$ cat src/pkg/btm_pkg.sv
// constants and types for the bit-test and block-move execution unit
package btm_pkg;
  // operation codes presented on the start port
  typedef enum logic [2:0] {
    OP_BIT_IMM  = 3'b000,
    OP_BIT_TEMPORARY_OPERAND_REG = 3'b001,
    OP_BLOCK_MOVE_DATA_TO_DATA     = 3'b010,
    OP_BLOCK_MOVE_PROGRAM_TO_DATA     = 3'b011
  } btm_op_t;

  // direction of a data-to-data move (which side holds the immediate)
  localparam logic DIR_IMM_SRC = 1'b0;
  localparam logic DIR_IMM_DST = 1'b1;

  // field positions
  localparam int DIRECT_LSB_W  = 7;
  localparam int SEL_W         = 4;
  localparam int WORD_MSB      = 15;
  localparam int AR_SEL_W      = 3;

  // reset values
  localparam logic [15:0] PC_RST   = 16'h0000;
  localparam logic [15:0] WORD_RST = 16'h0000;

  // timing: base cycles of single forms (on-chip, no conflict)
  localparam logic [3:0] BIT_BASE_CYC  = 4'h1;
  localparam logic [3:0] MOVE_BASE_CYC = 4'h3;
  localparam logic [3:0] SINGLE_ACCESS_RAM_EXTRA   = 4'h1;

  // sequencer states
  typedef enum logic [2:0] {
    ST_IDLE  = 3'b000,
    ST_SETUP = 3'b001,
    ST_READ  = 3'b010,
    ST_WRITE = 3'b011,
    ST_STEP  = 3'b100,
    ST_DONE  = 3'b101
  } btm_state_t;
endpackage

$ cat src/hw/btm_addrgen.sv
// data address former: direct page form or indirect pointer form
`timescale 1ns/1ps
module btm_addrgen
  import btm_pkg::*;
(
  input  wire logic              indirect,
  input  wire logic [8:0]        page,
  input  wire logic [6:0]        offset,
  input  wire logic [15:0]       pointer,
  output logic [15:0]            addr
);
  // page pointer joined with seven low bits gives 16-bit address
  always_comb
  begin
    if (indirect)
      addr = pointer;
    else
      addr = {page, offset};
  end
endmodule

$ cat src/hw/btm_bitsel.sv
// bit selection for both bit-test forms
`timescale 1ns/1ps
module btm_bitsel
  import btm_pkg::*;
(
  input  wire logic [15:0]      data_word,
  input  wire logic [3:0]       code,
  output logic                  bit_out
);
  // code 0 picks the most significant bit
  always_comb
  begin
    bit_out = data_word[4'(WORD_MSB) - code];
  end
endmodule

$ cat src/hw/btm_exec.sv
// execution unit for bit tests and block moves of the processor core
//
// Behaviour
// - bit tests finish in one cycle plus waits and memory-block conflicts (here three cycles from start to done)
// - immediate bit test copies bit (15 - code) into the test flag; indirect sets next pointer
// - register bit test uses four low bits of temporary register as selector
// - data move pairs long immediate with direct or indirect, either side
// - repeated move transfers repeat count plus one words
// - repeated move loads immediate into program counter, advancing it each word
// - indirect operand updates every word; direct operand stays fixed
// - source and destination may be on chip, off chip, or mixed
// - interrupts held off during repeated move; further words one cycle each (here three each, four when indirect)
// - save pc on micro stack, load immediate, copy, update, step, restore
// - single data moves take three cycles (here six from start to done); shared single-access block adds one
// - program-to-data move reads program memory at immediate; data destination
// - repeated program-to-data move transfers repeat count plus one words
`timescale 1ns/1ps
module btm_exec
(
  input  wire logic                CLK_SYS,
  input  wire logic                RESETN,
  input  wire logic                START,
  input  wire btm_pkg::btm_op_t    OP,
  input  wire logic                REPEATED,
  input  wire logic [15:0]         REPEAT_COUNT,
  input  wire logic                DIRECTION,
  input  wire logic                INDIRECT,
  input  wire logic [6:0]          DIRECT_OFFSET,
  input  wire logic [8:0]          PAGE_POINTER,
  input  wire logic [3:0]          BIT_CODE,
  input  wire logic [15:0]         TEMP_OPERAND,
  input  wire logic [15:0]         LONG_IMMEDIATE,
  input  wire logic [15:0]         AUX_POINTER,
  input  wire logic [2:0]          NEXT_AUX,
  input  wire logic                SET_NEXT_AUX,
  input  wire logic [15:0]         PC_IN,
  input  wire logic                SAME_SINGLE_ACCESS_RAM,
  input  wire logic                MEM_READY,
  input  wire logic [15:0]         MEM_RDATA,
  output logic                     BUSY,
  output logic                     DONE,
  output logic                     TEST_FLAG,
  output logic                     TEST_FLAG_WE,
  output logic [2:0]               AUX_SELECT,
  output logic                     AUX_SELECT_WE,
  output logic                     AUX_UPDATE,
  output logic                     INT_HOLD,
  output logic [15:0]              PC_OUT,
  output logic                     PC_WE,
  output logic [15:0]              STACK_WORD,
  output logic                     STACK_PUSH,
  output logic                     MEM_RD,
  output logic                     MEM_RD_PROG,
  output logic                     MEM_WR,
  output logic [15:0]              MEM_ADDR,
  output logic [15:0]              MEM_WDATA
);
  import btm_pkg::*;

  // ---------------------------------------------------------------
  // state record
  // ---------------------------------------------------------------
  typedef struct packed {
    btm_state_t  state;
    btm_op_t     op;
    logic        rep;
    logic        dir;
    logic        ind;
    logic        extra;
    logic [15:0] count;
    logic [15:0] daddr;
    logic [15:0] pc;
    logic [15:0] saved_pc;
    logic        busy;
    logic        done;
    logic        tflag;
    logic        tflag_we;
    logic [2:0]  auxsel;
    logic        auxsel_we;
    logic        aux_upd;
    logic        int_hold;
    logic [15:0] pc_out;
    logic        pc_we;
    logic [15:0] stack_word;
    logic        stack_push;
    logic        rd;
    logic        rd_prog;
    logic        wr;
    logic [15:0] addr;
    logic [15:0] wdata;
  } btm_ctx_t;

  btm_ctx_t    cur_ff;
  btm_ctx_t    nxt_cur;
  logic        rst_meta_ff;
  logic        rst_sync_ff;
  logic [15:0] dir_addr;
  logic [3:0]  sel_code;
  logic        sel_bit;

  // ---------------------------------------------------------------
  // reset release
  // ---------------------------------------------------------------
  always_ff @(posedge CLK_SYS or negedge RESETN)
  begin
    if (!RESETN)
    begin
      rst_meta_ff <= 1'b0;
      rst_sync_ff <= 1'b0;
    end
    else
    begin
      rst_meta_ff <= 1'b1;
      rst_sync_ff <= rst_meta_ff;
    end
  end

  // ---------------------------------------------------------------
  // helpers
  // ---------------------------------------------------------------
  btm_addrgen u_addrgen (
    .indirect (INDIRECT),
    .page     (PAGE_POINTER),
    .offset   (DIRECT_OFFSET),
    .pointer  (AUX_POINTER),
    .addr     (dir_addr)
  );

  // selector from opcode or low nibble of temporary register
  assign sel_code = (cur_ff.op == OP_BIT_TEMPORARY_OPERAND_REG) ? TEMP_OPERAND[SEL_W-1:0] : BIT_CODE;

  btm_bitsel u_bitsel (
    .data_word (MEM_RDATA),
    .code      (sel_code),
    .bit_out   (sel_bit)
  );

  // ---------------------------------------------------------------
  // sequencer
  // ---------------------------------------------------------------
  always_comb
  begin
    nxt_cur            = cur_ff;
    nxt_cur.tflag_we   = 1'b0;
    nxt_cur.auxsel_we  = 1'b0;
    nxt_cur.aux_upd    = 1'b0;
    nxt_cur.pc_we      = 1'b0;
    nxt_cur.stack_push = 1'b0;
    nxt_cur.rd         = 1'b0;
    nxt_cur.rd_prog    = 1'b0;
    nxt_cur.wr         = 1'b0;
    nxt_cur.done       = 1'b0;
    case (cur_ff.state)
      ST_IDLE:
      begin
        if (START)
        begin
          nxt_cur.op    = OP;
          nxt_cur.rep   = REPEATED;
          nxt_cur.count = REPEAT_COUNT;
          nxt_cur.dir   = (OP == OP_BLOCK_MOVE_PROGRAM_TO_DATA) ? DIR_IMM_SRC : DIRECTION;
          nxt_cur.ind   = INDIRECT;
          nxt_cur.daddr = dir_addr;
          nxt_cur.extra = SAME_SINGLE_ACCESS_RAM;
          nxt_cur.busy  = 1'b1;
          if (OP == OP_BIT_IMM || OP == OP_BIT_TEMPORARY_OPERAND_REG)
          begin
            // bit test: one read, flag taken on ready
            nxt_cur.rd    = 1'b1;
            nxt_cur.addr  = dir_addr;
            nxt_cur.state = ST_READ;
          end
          else
          begin
            // save advanced pc, park immediate in pc
            nxt_cur.stack_word = PC_IN + 16'h0001;
            nxt_cur.stack_push = 1'b1;
            nxt_cur.saved_pc   = PC_IN + 16'h0001;
            nxt_cur.pc         = LONG_IMMEDIATE;
            nxt_cur.pc_out     = LONG_IMMEDIATE;
            nxt_cur.pc_we      = 1'b1;
            nxt_cur.int_hold   = REPEATED;
            nxt_cur.state      = ST_SETUP;
          end
        end
      end
      ST_SETUP:
      begin
        // once a pointer update has settled, issue the source read
        if (!cur_ff.aux_upd)
        begin
          if (cur_ff.ind)
            nxt_cur.daddr = AUX_POINTER;
          nxt_cur.rd      = 1'b1;
          nxt_cur.rd_prog = (cur_ff.op == OP_BLOCK_MOVE_PROGRAM_TO_DATA);
          nxt_cur.addr    = (cur_ff.dir == DIR_IMM_SRC) ? cur_ff.pc : nxt_cur.daddr;
          nxt_cur.state   = ST_READ;
        end
      end
      ST_READ:
      begin
        if (!MEM_READY)
        begin
          nxt_cur.rd      = cur_ff.rd; // wait states stretch the access
          nxt_cur.rd_prog = cur_ff.rd_prog;
        end
        else if (cur_ff.op == OP_BIT_IMM || cur_ff.op == OP_BIT_TEMPORARY_OPERAND_REG)
        begin
          nxt_cur.tflag    = sel_bit;
          nxt_cur.tflag_we = 1'b1;
          nxt_cur.auxsel    = NEXT_AUX;
          nxt_cur.auxsel_we = cur_ff.ind && SET_NEXT_AUX;
          nxt_cur.aux_upd   = cur_ff.ind;
          nxt_cur.state     = ST_DONE;
        end
        else
        begin
          // write the copied word to the destination
          nxt_cur.wdata = MEM_RDATA;
          nxt_cur.wr    = 1'b1;
          nxt_cur.addr  = (cur_ff.dir == DIR_IMM_SRC) ? cur_ff.daddr : cur_ff.pc;
          nxt_cur.state = ST_WRITE;
        end
      end
      ST_WRITE:
      begin
        if (!MEM_READY)
          nxt_cur.wr = 1'b1;
        else
        begin
          // indirect operand updated each word, direct stays fixed
          nxt_cur.aux_upd = cur_ff.ind;
          nxt_cur.pc      = cur_ff.pc + 16'h0001;
          nxt_cur.pc_out  = cur_ff.pc + 16'h0001;
          nxt_cur.pc_we   = 1'b1;
          if (cur_ff.rep && cur_ff.count != 16'h0000)
          begin
            nxt_cur.count = cur_ff.count - 16'h0001;
            nxt_cur.state = ST_SETUP;
          end
          else
            nxt_cur.state = ST_STEP;
        end
      end
      ST_STEP:
      begin
        // restore the saved program counter
        nxt_cur.pc_out   = cur_ff.saved_pc;
        nxt_cur.pc_we    = 1'b1;
        nxt_cur.int_hold = 1'b0;
        nxt_cur.state    = ST_DONE;
      end
      ST_DONE:
      begin
        if (cur_ff.extra)
          nxt_cur.extra = 1'b0;
        else
        begin
          nxt_cur.busy  = 1'b0;
          nxt_cur.done  = 1'b1;
          nxt_cur.state = ST_IDLE;
        end
      end
      default:
        nxt_cur.state = ST_IDLE;
    endcase
  end

  // ---------------------------------------------------------------
  // state register
  // ---------------------------------------------------------------
  always_ff @(posedge CLK_SYS or negedge rst_sync_ff)
  begin
    if (!rst_sync_ff)
    begin
      cur_ff          <= '0;
      cur_ff.pc       <= PC_RST;
      cur_ff.saved_pc <= PC_RST;
      cur_ff.wdata    <= WORD_RST;
    end
    else
      cur_ff <= nxt_cur;
  end

  // ---------------------------------------------------------------
  // outputs
  // ---------------------------------------------------------------
  assign BUSY          = cur_ff.busy;
  assign DONE          = cur_ff.done;
  assign TEST_FLAG     = cur_ff.tflag;
  assign TEST_FLAG_WE  = cur_ff.tflag_we;
  assign AUX_SELECT    = cur_ff.auxsel;
  assign AUX_SELECT_WE = cur_ff.auxsel_we;
  assign AUX_UPDATE    = cur_ff.aux_upd;
  assign INT_HOLD      = cur_ff.int_hold;
  assign PC_OUT        = cur_ff.pc_out;
  assign PC_WE         = cur_ff.pc_we;
  assign STACK_WORD    = cur_ff.stack_word;
  assign STACK_PUSH    = cur_ff.stack_push;
  assign MEM_RD        = cur_ff.rd;
  assign MEM_RD_PROG   = cur_ff.rd_prog;
  assign MEM_WR        = cur_ff.wr;
  assign MEM_ADDR      = cur_ff.addr;
  assign MEM_WDATA     = cur_ff.wdata;

  // ---------------------------------------------------------------
  // checks
  // ---------------------------------------------------------------
  AST_HOLD_WHEN_REP: assert property (@(posedge CLK_SYS) disable iff (!rst_sync_ff)
    (cur_ff.state == ST_IDLE && START && REPEATED && OP == OP_BLOCK_MOVE_DATA_TO_DATA) |=> INT_HOLD)
    else $error("interrupts not held for repeated move");
  AST_PUSH_THEN_PC: assert property (@(posedge CLK_SYS) disable iff (!rst_sync_ff)
    STACK_PUSH |-> (PC_WE && PC_OUT == cur_ff.pc))
    else $error("pc not loaded with push");
  AST_FLAG_AFTER_READ: assert property (@(posedge CLK_SYS) disable iff (!rst_sync_ff)
    (TEST_FLAG_WE && !cur_ff.extra) |=> DONE)
    else $error("bit test did not finish");
  AST_FLAG_SHARED: assert property (@(posedge CLK_SYS) disable iff (!rst_sync_ff)
    (TEST_FLAG_WE && cur_ff.extra) |=> !DONE ##1 DONE)
    else $error("shared block bit test did not take one more cycle");
  AST_REP_WORDS: assert property (@(posedge CLK_SYS) disable iff (!rst_sync_ff)
    (cur_ff.state == ST_WRITE && MEM_READY && cur_ff.rep && cur_ff.count != 16'h0000)
      |=> cur_ff.state == ST_SETUP)
    else $error("repeat ended early");
  AST_PC_STEP: assert property (@(posedge CLK_SYS) disable iff (!rst_sync_ff)
    (cur_ff.state == ST_WRITE && MEM_READY) |=> PC_OUT == $past(cur_ff.pc) + 16'h0001)
    else $error("pc did not advance by one");
  AST_RESTORE: assert property (@(posedge CLK_SYS) disable iff (!rst_sync_ff)
    (cur_ff.state == ST_STEP) |=> (PC_WE && PC_OUT == cur_ff.saved_pc && !INT_HOLD))
    else $error("pc not restored");
  AST_PROG_SRC: assert property (@(posedge CLK_SYS) disable iff (!rst_sync_ff)
    (MEM_RD_PROG) |-> (cur_ff.op == OP_BLOCK_MOVE_PROGRAM_TO_DATA && MEM_ADDR == cur_ff.pc))
    else $error("program read not at pc");
  AST_DIRECT_FIXED: assert property (@(posedge CLK_SYS) disable iff (!rst_sync_ff)
    (cur_ff.busy && !cur_ff.ind && cur_ff.state != ST_IDLE) |=> $stable(cur_ff.daddr))
    else $error("direct address moved");
endmodule

$ cat config.mk
export PLATFORM = sky130hd
export DESIGN_NAME = btm_exec
export DESIGN_NICKNAME = d
export VERILOG_FILES = /design/src/pkg/btm_pkg.sv /design/src/hw/btm_addrgen.sv /design/src/hw/btm_bitsel.sv /design/src/hw/btm_exec.sv
export SDC_FILE = /design/constraint.sdc
export NUM_CORES = 1
export LEC_CHECK = 0
export BUFFER_PORTS_ARGS = -buffer_cell sky130_fd_sc_hd__buf_2
export CORE_MARGIN = 5
export CORE_UTILIZATION = 59
export CTS_BUF_LIST = sky130_fd_sc_hd__clkbuf_4 sky130_fd_sc_hd__clkbuf_8 sky130_fd_sc_hd__clkbuf_16
export DETAILED_ROUTE_END_ITERATION = 7
export GPL_ROUTABILITY_DRIVEN = 0
export PLACE_DENSITY = 0.87
export SYNTH_ARGS = -nofsm -noshare
export SYNTH_HDL_FRONTEND = slang
export SYNTH_HIERARCHICAL = 1
export SYNTH_SLANG_ARGS = --single-unit
$ cat constraint.sdc
create_clock -name CLK_SYS -period 12.4 [get_ports CLK_SYS]
set_input_delay 2.48 -clock CLK_SYS [delete_from_list [all_inputs] [get_ports CLK_SYS]]
set_output_delay 2.48 -clock CLK_SYS [all_outputs]
set_load 0.01 [all_outputs]
==> load_flow_metrics.sql <==
INSERT INTO impl_metrics (metric_group, metric, value, unit) VALUES
('routing', 'wire_per_inst', '20.82', 'um'),
('flow_run', 'drv_cap', '0', ''),
('die', 'die_width', '132.5', 'um'),
('clock_tree', 'ctsLongestPathBuffers', '2', ''),
('power', 'total_power', '0.002513', 'W'),
('setup_path', 'timing.critical_path.arrival', '4.96', 'ns'),
('sta', 'clock.fmax', '214.5', 'MHz'),
('final_layout', 'finish.net_count', '1123', ''),
('power', 'ir_drop', '0.1470', 'mV'),
('yosys', 'synth-edff-count', '0', ''),
('sta', 'setup_tns', '0', 'ns'),
('sta', 'setup_violations', '0', ''),
('die', 'effective_utilization_at_floorplan', '60.43', '%'),
('yosys', 'ys_async_sr_fraction', '100.0', '%'),
('min_path', 'startpoint_of_the_most_critical_hold_path', 'rst_meta_ff', ''),
('global_route', 'grt_first_pass_wirelength', '39570', 'um'),
('sta', 'worst_clock_skew', '0.01361', 'ns'),
('yosys', 'synth.avg_cell_area', '9.800', 'um^2'),
('yosys', 'ys_ff_latch', '139', ''),
('die', 'die_h', '132.5', 'um'),
('yosys', 'yosysTopAreaCell', 'dfrtp_1', ''),
('placement', 'buffer_ports.inserted', '197', ''),
('sta', 'final-hold-violation-count', '0', ''),
('global_route', 'grt.met1_usage', '35.39', '%'),
('yosys', 'syn_nets', '1037', ''),
('min_path', 'worst_min_path_class', 'flop to flop', ''),
('clock_tree', 'clkLatencyLatePin', '0.42', 'ns'),
('yosys', 'netlist_area', '8850', 'um^2'),
('yosys', 'synthFlopType', 'dfrtp_1', ''),
('final_layout', 'layout-area-overhead-vs-synth', '11.51', '%'),
('setup_path', 'path_max_fanout', '27', ''),
('global_route', 'grt.total_usage', '27.84', '%'),
('setup_path', 'timing.critical_path.from', 'START', ''),
('global_route', 'largest_net_degree_at_the_start_of_global_routing', '73', ''),
('sta', 'finalCriticalPeriod', '4.661', 'ns'),
('clock_tree', 'ctsResizeCount', '0', ''),
('global_route', 'antenna_found_initial', '0', ''),
('sta', 'grt_setup_unrepaired', 'no', ''),
('yosys', 'synth.top_cells.by_count', 'dfrtp_1, buf_4, o21ai_0, nand2_1, mux2_2', ''),
('routing', 'detailedRoute.firstIterationViolations', '837', ''),
('final_layout', 'fin_util', '67.39', '%'),
('outcome', 'outcome', 'finished, final reports clean', ''),
('sta', 'total_count_of_max_transition_violations_in_the_final_report', '0', ''),
('routing', 'remaining_drc_errors', '0', ''),
('clock_tree', 'cts_hold_buffers', '0', ''),
('yosys', 'ys_seq_area_share', '39.30', '%'),
('yosys', 'synth_warnings', '6', ''),
('clock_tree', 'post_cts_buffers', '0', ''),
('placement', 'dp_hpwl', '17020', 'um'),
('setup_path', 'r2r_start', 'cur_ff[150]', ''),
('clock_tree', 'cts.reportedPaths.clkPinSlew', '0.07', 'ns'),
('die', 'design.portCount', '210', ''),
('setup_path', 'worstSetupStartpointType', 'primary input', ''),
('routing', 'vias_per_cell', '6.497', ''),
('die', 'die_area', '17550', 'um^2'),
('sta', 'tightest_slew', '1.084', 'ns'),
('routing', 'route.vias.total', '7705', ''),
('placement', 'place_inst', '1154', ''),
('placement', 'worst_slack_at_placement', '7.362', 'ns'),
('die', 'num_rows', '44', ''),
('clock_tree', 'cts_tree', 'yes', ''),
('yosys', 'synthMostInstantiatedCell', 'dfrtp_1', ''),
('final_layout', 'final_layout_size_suffix_gt1_share', '32.83', '%'),
('setup_path', 'type_of_the_worst_setup_path', 'primary input to flop', ''),
('die', 'design.core.area', '14640', 'um^2'),
('yosys', 'netlist_instances', '903', ''),
('clock_tree', 'cts_sinks', '139', ''),
('yosys', 'synth.lib_cells_used.distinct', '83', ''),
('sta', 'timing.max_slew.rel_slack', '27.74', '%'),
('routing', 'final_antenna_net_count', '0', ''),
('routing', 'detail_route.first_pass.iterations', '8', '');
==> logic make-up (layout without fill, tap and decap cells) <==
kind of cell    after synthesis  after routing  synth area share [%]
compound gates              252            252                 19.95
xor+xnor                     15             15                 1.485
fa+ha+maj                     3              3                0.4242
buf+inv                     152            251                 10.48
flops                       139            139                 39.30
mux                         105            105                 14.07
other cells                   1              1               0.04237
simple gates                236            236                 14.25
==> area by class of cell <==
type | instances | area, um^2 | share of cell area [%]
Inverter | 14 | 52.55 | 0.5325
Clock buffer | 18 | 439.2 | 4.450
Sequential cell | 139 | 3482 | 35.29
Multi-Input combinational cell | 612 | 4444 | 45.04
Clock inverter | 14 | 173.9 | 1.762
Tap cell | 184 | 230.2 | 2.333
Timing Repair Buffer | 205 | 1046 | 10.60
==> registers in the layout (all words and copies together), names as in the netlist <==
register and cells:
PC_WE 1, PC_OUT 16, STACK_PUSH 1, MEM_WR 1, MEM_RD 1, INT_HOLD 1
rst_meta_ff 1, TEST_FLAG_WE 1, AUX_SELECT 3, MEM_WDATA 16, BUSY 1, DONE 1
rst_sync_ff 1, STACK_WORD 16, AUX_UPDATE 1, cur_ff 58, MEM_ADDR 16, TEST_FLAG 1
MEM_RD_PROG 1, AUX_SELECT_WE 1
==> path summary, 6_finish.rpt <==
check | to | cells after the start | slack [ns]
max in group asynchronous | rst_sync_ff | 1 | 10.47
setup / recovery | cur_ff[105] | 5 | 7.74
hold reg to reg | rst_sync_ff | 0 | 0.35
setup reg to reg | cur_ff[105] | 4 | 9.46
min in group asynchronous | PC_OUT[13] | 0 | 0.48
hold / removal | rst_sync_ff | 0 | 0.35
==> critical path, stage by stage <==
cell	delay (ns)
buf_2	0.40
or4b_1	0.74
o21ai_1	0.85
o21ai_0	0.27
o2bb2ai_1	0.20
==> power by group <==
group	leakage (nW)	internal, W	switching [W]
clock	0.301	0.000312	0.000222
combinational	2.43	0.000487	0.000589
sequential	1.74	0.000656	0.000247
total	4.47	0.00145	0.00106
==> layout by cell type, fill, tap and decap left out, types with 5 or more instances in the layout <==
master / instances
a221oi_1: 12
clkbuf_16: 17
mux2_4: 10
a2bb2oi_1: 10
buf_2: 197
a221o_1: 17
xor2_1: 7
a211oi_1: 18
a21oi_1: 23
nand3_1: 26
and2_1: 9
buf_4: 8
nand4_1: 7
a22oi_1: 25
nand2_1: 66
and3_1: 11
o2bb2ai_1: 9
dfrtp_1: 138
o21ai_1: 5
nor4_1: 13
a32oi_1: 6
a31oi_1: 12
nor2_1: 47
inv_6: 7
mux2_2: 63
nor3_1: 17
inv_1: 13
xnor2_1: 8
mux2i_1: 28
o21ai_0: 72
==> per-layer routing <==
layer / routed length (um) / vias to the layer above
li1: - / 3481
met1: 9886 / 3790
met2: 11950 / 374
met3: 2006 / 60
met4: 841 / 0
met5: 0 / -
==> per-stage QoR <==
step	area [um^2]	hold slack [ns]
after floorplan	8850	0.3312
after global placement	9255	0.3347
after detailed placement	9255	0.3347
after CTS	9868	0.3503
after global routing	9868	0.3627
final	9868	0.3524
(Power assumes the default switching activity.)
